<file path="config.mk">
export PLATFORM = sky130hd
export DESIGN_NAME = digital_pwm_interleave_comp
export DESIGN_NICKNAME = d
export VERILOG_FILES = /design/src/hdl/digital_pwm_interleave_comp.v /design/src/hdl/sync2.v
export VERILOG_INCLUDE_DIRS = /design/src /design/src/hdl
export SDC_FILE = /design/constraint.sdc
export NUM_CORES = 2
export LEC_CHECK = 0
export ABC_AREA = 1
export ABC_CLOCK_PERIOD_IN_PS = 19000
export BUFFER_PORTS_ARGS = -buffer_cell sky130_fd_sc_hd__buf_4
export CAP_MARGIN = 20
export CORE_MARGIN = 4
export CORE_UTILIZATION = 59
export CTS_CLUSTER_DIAMETER = 40
export DETAILED_ROUTE_END_ITERATION = 16
export HOLD_SLACK_MARGIN = 0.02
export PLACE_DENSITY_LB_ADDON = 0.05
export SLEW_MARGIN = 20
export SYNTH_ARGS = -nofsm -noshare
export SYNTH_HDL_FRONTEND = slang
export SYNTH_SLANG_ARGS = --single-unit
</file>
<file path="constraint.sdc">
create_clock -name i_core_clk -period 19 [get_ports i_core_clk]
set_input_delay 3.8 -clock i_core_clk [delete_from_list [all_inputs] [get_ports i_core_clk]]
set_output_delay 3.8 -clock i_core_clk [all_outputs]
set_load 0.005 [all_outputs]
</file>
<file path="src/hdl/pwm_core_defines.vh">
// constants for the interleaved digital pwm control core
`ifndef PWM_CORE_DEFINES_VH
`define PWM_CORE_DEFINES_VH

// switching periods in 25 MHz core clocks; 750 kHz rounds down to 33
`define PERIOD_500K       6'h32
`define PERIOD_750K       6'h21
`define PERIOD_1M         6'h19
`define FREQ_500K         2'h0
`define FREQ_750K         2'h1
`define FREQ_1M           2'h2
`define PHASE_STEP_SHIFT  5
`define FREQ_RESET        2'h0
`define PHASE_RESET       5'h00
// one conversion slot per channel, three slots per 700 Hz round
`define ADC_SAMPLE_CYCLES 14'h2E80
`define CH_VOLTAGE        2'h0
`define CH_CURRENT        2'h1
`define CH_TEMP           2'h2
`define TEMP_REF          9'h040
`define TEMP_COMP_SHIFT   7
`define FILT_SHIFT        8
`define SHARE_TRIM_SHIFT  3
`define DUTY_FULL         8'hFF
`define DUTY_ZERO         8'h00
`define SHARE_FRAME_END   8'hFF

`endif

</file>
<file path="src/hdl/digital_pwm_interleave_comp.v">
// interleaved digital pwm core with compensation, current share and monitoring
`timescale 1ns/1ps
`default_nettype none
`include "pwm_core_defines.vh"
// Functional notes
// - pwm cycle starts after delay from sync edge
// - delay steps are 11.25 degrees of period
// - delay depends only on own setting
// - duty clamped to programmed duty limit
// - inside window duty follows error gradually
// - outside window force zero or limit
// - forced duty applies within one switching cycle
// - saturation feedforward has enable setting
// - third order filter: integrator, lowpass pole
// - iir with four numerator, three denominator coefficients
// - eleven coefficient registers, numerators split high/low
// - share line equalises current across paralleled units
// - only phase and load regulation differ per unit
// - voltage, current, temperature digitised at 8 bits
// - each quantity sampled at 700 Hz minimum
// - monitor registers refreshed with latest results
// - current reading corrected by measured temperature
// - switch at 500 kHz, 750 kHz or 1 MHz
// - frequency and phase accepted only while off
module digital_pwm_interleave_comp
#(
  parameter [13:0] SAMPLE_CYCLES = `ADC_SAMPLE_CYCLES
)
(
  input  wire       i_core_clk,
  input  wire       i_rst_n,
  input  wire       i_sync_line,
  input  wire       i_output_on,
  input  wire [1:0] i_freq_sel,
  input  wire [4:0] i_phase_step,
  input  wire [7:0] i_duty_limit_config,
  input  wire       i_sat_ff_enable,
  input  wire [7:0] i_sat_window,
  input  wire [3:0] i_load_reg,
  input  wire [7:0] i_error,
  input  wire [7:0] i_num_coef0_high,
  input  wire [7:0] i_num_coef0_low,
  input  wire [7:0] i_num_coef1_high,
  input  wire [7:0] i_num_coef1_low,
  input  wire [7:0] i_num_coef2_high,
  input  wire [7:0] i_num_coef2_low,
  input  wire [7:0] i_num_coef3_high,
  input  wire [7:0] i_num_coef3_low,
  input  wire [7:0] i_den_coef1,
  input  wire [7:0] i_den_coef2,
  input  wire [7:0] i_den_coef3,
  input  wire       i_share_line,
  input  wire       i_adc_done,
  input  wire [7:0] i_adc_data,
  output reg        o_pwm,
  output reg  [7:0] o_duty,
  output reg        o_saturated,
  output reg        o_share_out,
  output reg        o_share_oe_n,
  output reg        o_adc_start,
  output reg  [1:0] o_adc_channel,
  output reg  [7:0] o_voltage_monitor,
  output reg  [7:0] o_current_monitor,
  output reg  [7:0] o_temperature_monitor
);
  wire sync_s;
  wire share_s;
  reg  sync_d;
  reg  [1:0] freq_cfg;
  reg  [4:0] phase_cfg;
  reg  [5:0] period;
  reg  [5:0] dly_cnt;
  reg  dly_act;
  reg  [5:0] cyc_cnt;
  reg  [7:0] duty_eff;
  reg  signed [8:0] e1;
  reg  signed [8:0] e2;
  reg  signed [8:0] e3;
  reg  signed [15:0] y1;
  reg  signed [15:0] y2;
  reg  signed [15:0] y3;
  reg  [13:0] smp_cnt;
  reg  [1:0] next_chan;
  reg  [7:0] share_cnt;
  reg  [7:0] share_low;
  reg  [7:0] share_max;

  sync2 u_sync_line
  (
    .i_core_clk (i_core_clk),
    .i_rst_n    (i_rst_n),
    .i_async    (i_sync_line),
    .o_sync     (sync_s)
  );

  sync2 u_share_line
  (
    .i_core_clk (i_core_clk),
    .i_rst_n    (i_rst_n),
    .i_async    (i_share_line),
    .o_sync     (share_s)
  );

  // phase timing
  wire        sync_rise = sync_s & ~sync_d;
  wire [10:0] phase_prod = phase_cfg * period;
  wire [5:0]  phase_dly = phase_prod[10:`PHASE_STEP_SHIFT];
  wire        dly_done = dly_act && (dly_cnt + 6'h01 >= phase_dly);
  wire        start_now = (sync_rise && phase_dly == 6'h00) || dly_done;
  wire        wrap = (cyc_cnt >= period - 6'h01);
  wire        cycle_begin = start_now || wrap;
  wire [13:0] on_prod = duty_eff * period;
  wire [5:0]  on_time = on_prod[13:8];

  always @*
  begin
    case (freq_cfg)
      `FREQ_500K: period = `PERIOD_500K;
      `FREQ_750K: period = `PERIOD_750K;
      `FREQ_1M:   period = `PERIOD_1M;
      default:    period = `PERIOD_500K;
    endcase
  end

  // compensation filter, evaluated once per switching cycle
  wire [11:0] droop_prod = o_current_monitor * i_load_reg;
  wire signed [8:0] droop = {5'h00, droop_prod[11:8]};
  wire signed [8:0] e0 = {i_error[7], i_error} - droop;
  wire signed [15:0] c0 = {i_num_coef0_high, i_num_coef0_low};
  wire signed [15:0] c1 = {i_num_coef1_high, i_num_coef1_low};
  wire signed [15:0] c2 = {i_num_coef2_high, i_num_coef2_low};
  wire signed [15:0] c3 = {i_num_coef3_high, i_num_coef3_low};
  wire signed [7:0]  b1 = i_den_coef1;
  wire signed [7:0]  b2 = i_den_coef2;
  wire signed [7:0]  b3 = i_den_coef3;
  // integrator and low-pass poles come from the programmed b terms
  wire signed [27:0] acc = c0 * e0 + c1 * e1 + c2 * e2 + c3 * e3
                         - b1 * y1 - b2 * y2 - b3 * y3;
  wire signed [19:0] acc_sh = acc[27:`FILT_SHIFT];
  wire acc_ovf = (acc_sh[19:15] != {5{acc_sh[15]}});
  // saturating the state keeps a runaway integrator from wrapping sign
  wire signed [15:0] y_new = !acc_ovf ? acc_sh[15:0] :
                             (acc_sh[19] ? 16'h8000 : 16'h7FFF);

  wire [7:0] share_diff = (share_max > o_current_monitor) ?
                          share_max - o_current_monitor : `DUTY_ZERO;
  wire [4:0] share_trim = share_diff[7:`SHARE_TRIM_SHIFT];
  wire [16:0] y_trim = {y_new[15], y_new} + {12'h000, share_trim};

  reg [7:0] filt_duty;
  reg [7:0] next_duty;
  reg       next_sat;
  wire signed [9:0] win = {2'b00, i_sat_window};
  wire out_window = ($signed({e0[8], e0}) > win) || ($signed({e0[8], e0}) < -win);

  always @*
  begin
    if (y_trim[16])
      filt_duty = `DUTY_ZERO;
    else if (y_trim[15:8] != 8'h00)
      filt_duty = `DUTY_FULL;
    else
      filt_duty = y_trim[7:0];
    next_sat = 1'b0;
    if (i_sat_ff_enable && out_window)
    begin
      next_sat = 1'b1;
      next_duty = e0[8] ? `DUTY_ZERO : i_duty_limit_config;
    end
    else if (filt_duty > i_duty_limit_config)
      next_duty = i_duty_limit_config;
    else
      next_duty = filt_duty;
  end

  always @(posedge i_core_clk or negedge i_rst_n)
  begin
    if (!i_rst_n)
    begin
      sync_d <= 1'b0;
      freq_cfg <= `FREQ_RESET;
      phase_cfg <= `PHASE_RESET;
      dly_cnt <= 6'h00;
      dly_act <= 1'b0;
      cyc_cnt <= 6'h00;
      duty_eff <= `DUTY_ZERO;
      e1 <= 9'h000;
      e2 <= 9'h000;
      e3 <= 9'h000;
      y1 <= 16'h0000;
      y2 <= 16'h0000;
      y3 <= 16'h0000;
      o_pwm <= 1'b0;
      o_duty <= `DUTY_ZERO;
      o_saturated <= 1'b0;
    end
    else
    begin
      sync_d <= sync_s;
      if (!i_output_on)
      begin
        freq_cfg <= i_freq_sel;
        phase_cfg <= i_phase_step;
      end
      if (sync_rise && phase_dly != 6'h00)
      begin
        dly_act <= 1'b1;
        dly_cnt <= 6'h00;
      end
      else if (dly_done)
        dly_act <= 1'b0;
      else if (dly_act)
        dly_cnt <= dly_cnt + 6'h01;
      if (cycle_begin)
      begin
        cyc_cnt <= 6'h00;
        duty_eff <= next_duty;
        o_duty <= next_duty;
        o_saturated <= next_sat;
        e1 <= e0;
        e2 <= e1;
        e3 <= e2;
        y1 <= y_new;
        y2 <= y1;
        y3 <= y2;
      end
      else
        cyc_cnt <= cyc_cnt + 6'h01;
      o_pwm <= (cyc_cnt < on_time);
    end
  end

  // monitoring sequencer: one conversion per slot, channels in turn
  wire signed [8:0]  temp_delta = {1'b0, o_temperature_monitor} - `TEMP_REF;
  wire signed [17:0] tc_prod = $signed({1'b0, i_adc_data}) * temp_delta;
  wire signed [9:0]  tc_corr = tc_prod[16:`TEMP_COMP_SHIFT];
  wire signed [10:0] cur_corr = {3'b000, i_adc_data} - {tc_corr[9], tc_corr};
  wire [7:0] cur_clamped = cur_corr[10] ? `DUTY_ZERO :
                           (cur_corr[9:8] != 2'b00 ? `DUTY_FULL : cur_corr[7:0]);

  always @(posedge i_core_clk or negedge i_rst_n)
  begin
    if (!i_rst_n)
    begin
      smp_cnt <= 14'h0000;
      next_chan <= `CH_VOLTAGE;
      o_adc_start <= 1'b0;
      o_adc_channel <= `CH_VOLTAGE;
      o_voltage_monitor <= 8'h00;
      o_current_monitor <= 8'h00;
      o_temperature_monitor <= 8'h00;
    end
    else
    begin
      o_adc_start <= 1'b0;
      if (smp_cnt >= SAMPLE_CYCLES - 14'h0001)
      begin
        smp_cnt <= 14'h0000;
        o_adc_start <= 1'b1;
        o_adc_channel <= next_chan;
        next_chan <= (next_chan == `CH_TEMP) ? `CH_VOLTAGE : next_chan + 2'h1;
      end
      else
        smp_cnt <= smp_cnt + 14'h0001;
      if (i_adc_done)
      begin
        case (o_adc_channel)
          `CH_VOLTAGE: o_voltage_monitor <= i_adc_data;
          `CH_CURRENT: o_current_monitor <= cur_clamped;
          `CH_TEMP:    o_temperature_monitor <= i_adc_data;
          default:     o_voltage_monitor <= o_voltage_monitor;
        endcase
      end
    end
  end

  // current share: open-drain line held low for a fraction equal to own
  // current, so the wired line shows the largest current of the group
  always @(posedge i_core_clk or negedge i_rst_n)
  begin
    if (!i_rst_n)
    begin
      share_cnt <= 8'h00;
      share_low <= 8'h00;
      share_max <= 8'h00;
      o_share_out <= 1'b0;
      o_share_oe_n <= 1'b1;
    end
    else
    begin
      share_cnt <= share_cnt + 8'h01;
      o_share_out <= 1'b0;
      o_share_oe_n <= ~(share_cnt < o_current_monitor);
      if (share_cnt == `SHARE_FRAME_END)
      begin
        share_max <= share_low;
        share_low <= 8'h00;
      end
      else if (!share_s && share_low != `SHARE_FRAME_END)
        share_low <= share_low + 8'h01;
    end
  end
endmodule
`default_nettype wire

</file>
<file path="src/hdl/sync2.v">
// two flip-flop synchroniser for one level input
`timescale 1ns/1ps
`default_nettype none
module sync2
(
  input  wire i_core_clk,
  input  wire i_rst_n,
  input  wire i_async,
  output reg  o_sync
);
  reg meta;

  always @(posedge i_core_clk or negedge i_rst_n)
  begin
    if (!i_rst_n)
    begin
      meta   <= 1'b0;
      o_sync <= 1'b0;
    end
    else
    begin
      meta   <= i_async;
      o_sync <= meta;
    end
  end
endmodule
`default_nettype wire

</file>
==> impl_metrics.tcl <==
set metrics [dict create \
    status "finished clean" \
    drtIter0Drc 2244 \
    ys_types 58 \
    required_ns 19.39 \
    drtPass1Iterations 5 \
    regArea_mm2 0.00446 \
    io_buffer_count 175 \
    hold_violations 0 \
    dieWidth_um 299 \
    tightest_slew_ns 1.14 \
    detail_route.wl_per_cell_um 18.1 \
    clock_sinks 178 \
    max_slew_margin_pct 23.8 \
    cts_hold_buf 0 \
    place.gp.congestion 0.957 \
    final_common_cell "inv_1" \
    die_h_um 299 \
    synth_edf_count 0 \
    place_ws_ns 0.0377 \
    hold_path.class "reg2reg" \
    postSynthAreaPerCell_um2 8.43 \
    cts_buffer_depth 2 \
    slew_violations 0 \
    critical_path_class "in2reg" \
    multi_input_area_mm2 0.0382 \
    antenna_found_initial 3 \
    layout_common_cells "inv_1, nand2_1, fa_1, ha_1, nor2_1" \
    route.detailed.drc 0 \
    async_flop_share_pct 100 \
    grt_pass1_wl_mm 211 \
    fillCellCount 7594 \
    ant_nets 0 \
    routed_via_density 5.13 \
    cp.arrival_ns 18.41 \
    cp_slowest_stage_delay_ns 0.54 \
    post-route-period-util_pct 94.8 \
    syn_inst 5938 \
    final_cells 7074 \
    clkTransAtPathRegs_ns 0.08 \
    htree_levels 4 \
    dpl.hpwl_mm 113 \
    start_util_pct 59.7 \
    wl_met1_mm 56.0 \
    fmax_mhz 55.5 \
    clock_latency_ns 0.53 \
    nNetsFinal 7614 \
    finalSetupViolCount 0 \
    drive_gt1_share_pct 5.95 \
    place_inst 7037 \
    cts_root_buf "clkbuf_16" \
    fin_util_pct 63.0 \
    rows 106 \
    cp-end-kind "flip-flop" \
    dr_wl_met3_mm 8.09 \
    cts_tree "yes" \
    routed-wl-met2_mm 60.1 \
    clock-skew-final_ns 0.0312 \
    grt.total_usage_pct 30.4 \
    crit_top_cell "nand2_1" \
    synth-seq-area-share_pct 8.90 \
    setup_tns_ns 0 \
    fp.dieArea_mm2 0.0895 \
    grt_start_max_net_pins 74 \
    vias 36300 \
    grt_overflow_total 0 \
    synth_area_mm2 0.0500 \
    ys.flop_type "dfrtp_1" \
    cp_slowest_cell "fa_1" \
    drt-total-wl_mm 128 \
    area_delta_synth_final_pct 5.49 \
    io_pins 177 \
    cp_max_fo 16 \
    yosysWarnings 0 \
    period_minus_slack_ns 18.02 \
    synth-seq-cells 178 \
    grt_pass1_vias 39200 \
    startpoint_type "input port" \
    cts_buffers 17 \
    core_mm2 0.0838 \
    routed.top_layer "met4" \
    cap_violations 0 \
    setup_slack_ns 0.979 \
]
[cells by family after synthesis]
family	Yosys count	share of synthesized area [%]
buffers and inverters	1981	14.9
AND/OR/NAND/NOR	1853	14.9
adder cells (fa/ha/maj)	1551	56.4
AO/OA/AOI/OAI	282	3.28
flip-flops	178	8.90
XOR/XNOR	89	1.56
other	2	0.0150
multiplexers	2	0.0450
[metrics by stage]
step	hold WS (ns)	instance area, um^2
finish	0.360	52800
global route	0.367	52800
CTS	0.363	52700
detailed placement	0.341	52100
global placement	0.337	52100
floorplan	0.331	50100
[sequential cells by signal, summed over array words and instances, names as in the netlist, 2 cells and up]
signal	cells
y1	16
y2	16
y3	16
smp_cnt	14
e1	9
e2	9
e3	9
duty_eff	8
o_current_monitor	8
o_temperature_monitor	8
o_voltage_monitor	8
share_cnt	8
share_low	8
share_max	8
cyc_cnt	6
dly_cnt	6
phase_cfg	5
freq_cfg	2
next_chan	2
o_adc_channel	2
[final timing paths]
path | from | end | slack [ns] | cells after the start
worst max-delay path | i_load_reg[1] | duty_eff[0]$_DFFE_PN0N_ | 0.98 | 79
worst min-delay path | u_share_line.meta$_DFF_PN0_ | u_share_line.o_sync$_DFF_PN0_ | 0.36 | 0
worst max register to register | o_current_monitor[2]$_DFFE_PN0P_ | duty_eff[0]$_DFFE_PN0N_ | 3.82 | 78
worst min register to register | u_share_line.meta$_DFF_PN0_ | u_share_line.o_sync$_DFF_PN0_ | 0.36 | 0
max in group asynchronous | i_rst_n | share_cnt[2]$_DFF_PN0_ | 14.33 | 2
min in group asynchronous | i_rst_n | e2[4]$_DFFE_PN0N_ | 3.25 | 1
[routing by layer]
metal / vias up / GRT usage [%]
met2: 1015 / 48.9
met5: - / 0
met1: 18400 / 43.5
li1: 16700 / -
met3: 193 / 4.24
met4: 0 / 9.01
[cells in the mapped netlist (7+ instances only)]
library cell	number	share of area, %
nand4_1	14	0.18
inv_1	1721	13
xor2_1	47	0.82
a211oi_1	8	0.12
a21oi_1	100	1.0
nand3_1	82	0.82
dfrtp_1	177	8.9
clkbuf_1	227	1.7
nor2_1	270	2.0
buf_1	14	0.11
o21ai_0	97	0.97
nand2_1	1372	10
or2_2	50	0.63
o21a_1	10	0.15
o21ai_1	9	0.090
fa_1	1175	47
o21bai_1	12	0.18
inv_2	12	0.090
xnor2_1	42	0.74
a21o_1	13	0.20
nor3_1	20	0.20
nor2_2	7	0.088
ha_1	376	9.4
[area by class of cell]
type	instances	share of cell area, %
Antenna cell	3	0.0142
Clock buffer	18	0.813
Tap cell	1134	2.69
Sequential cell	178	8.44
Clock inverter	13	0.315
Multi-Input combinational cell	3787	72.4
Timing Repair Buffer	207	2.99
Inverter	1734	12.3
[timing repair]
action | 4_1_cts | 5_1_grt
gates resized for setup | 0 | 19
buffers inserted | 0 | 3
endpoints found under the setup margin | 0 | 8
[worst max-delay path, delay by kind of cell]
kind / cells / cell delay, ns
adders and majority gates: 17 / 7.25
and+or+nand+nor: 28 / 3.19
xor gates and xnor gates: 2 / 0.33
AOI/OAI and AO/OA: 14 / 2.30
buffers and inverters: 18 / 1.50
Power is left out: the tool's default activity adds up to more than one toggle a clock period on the data nets, which glitch-free logic cannot reach.
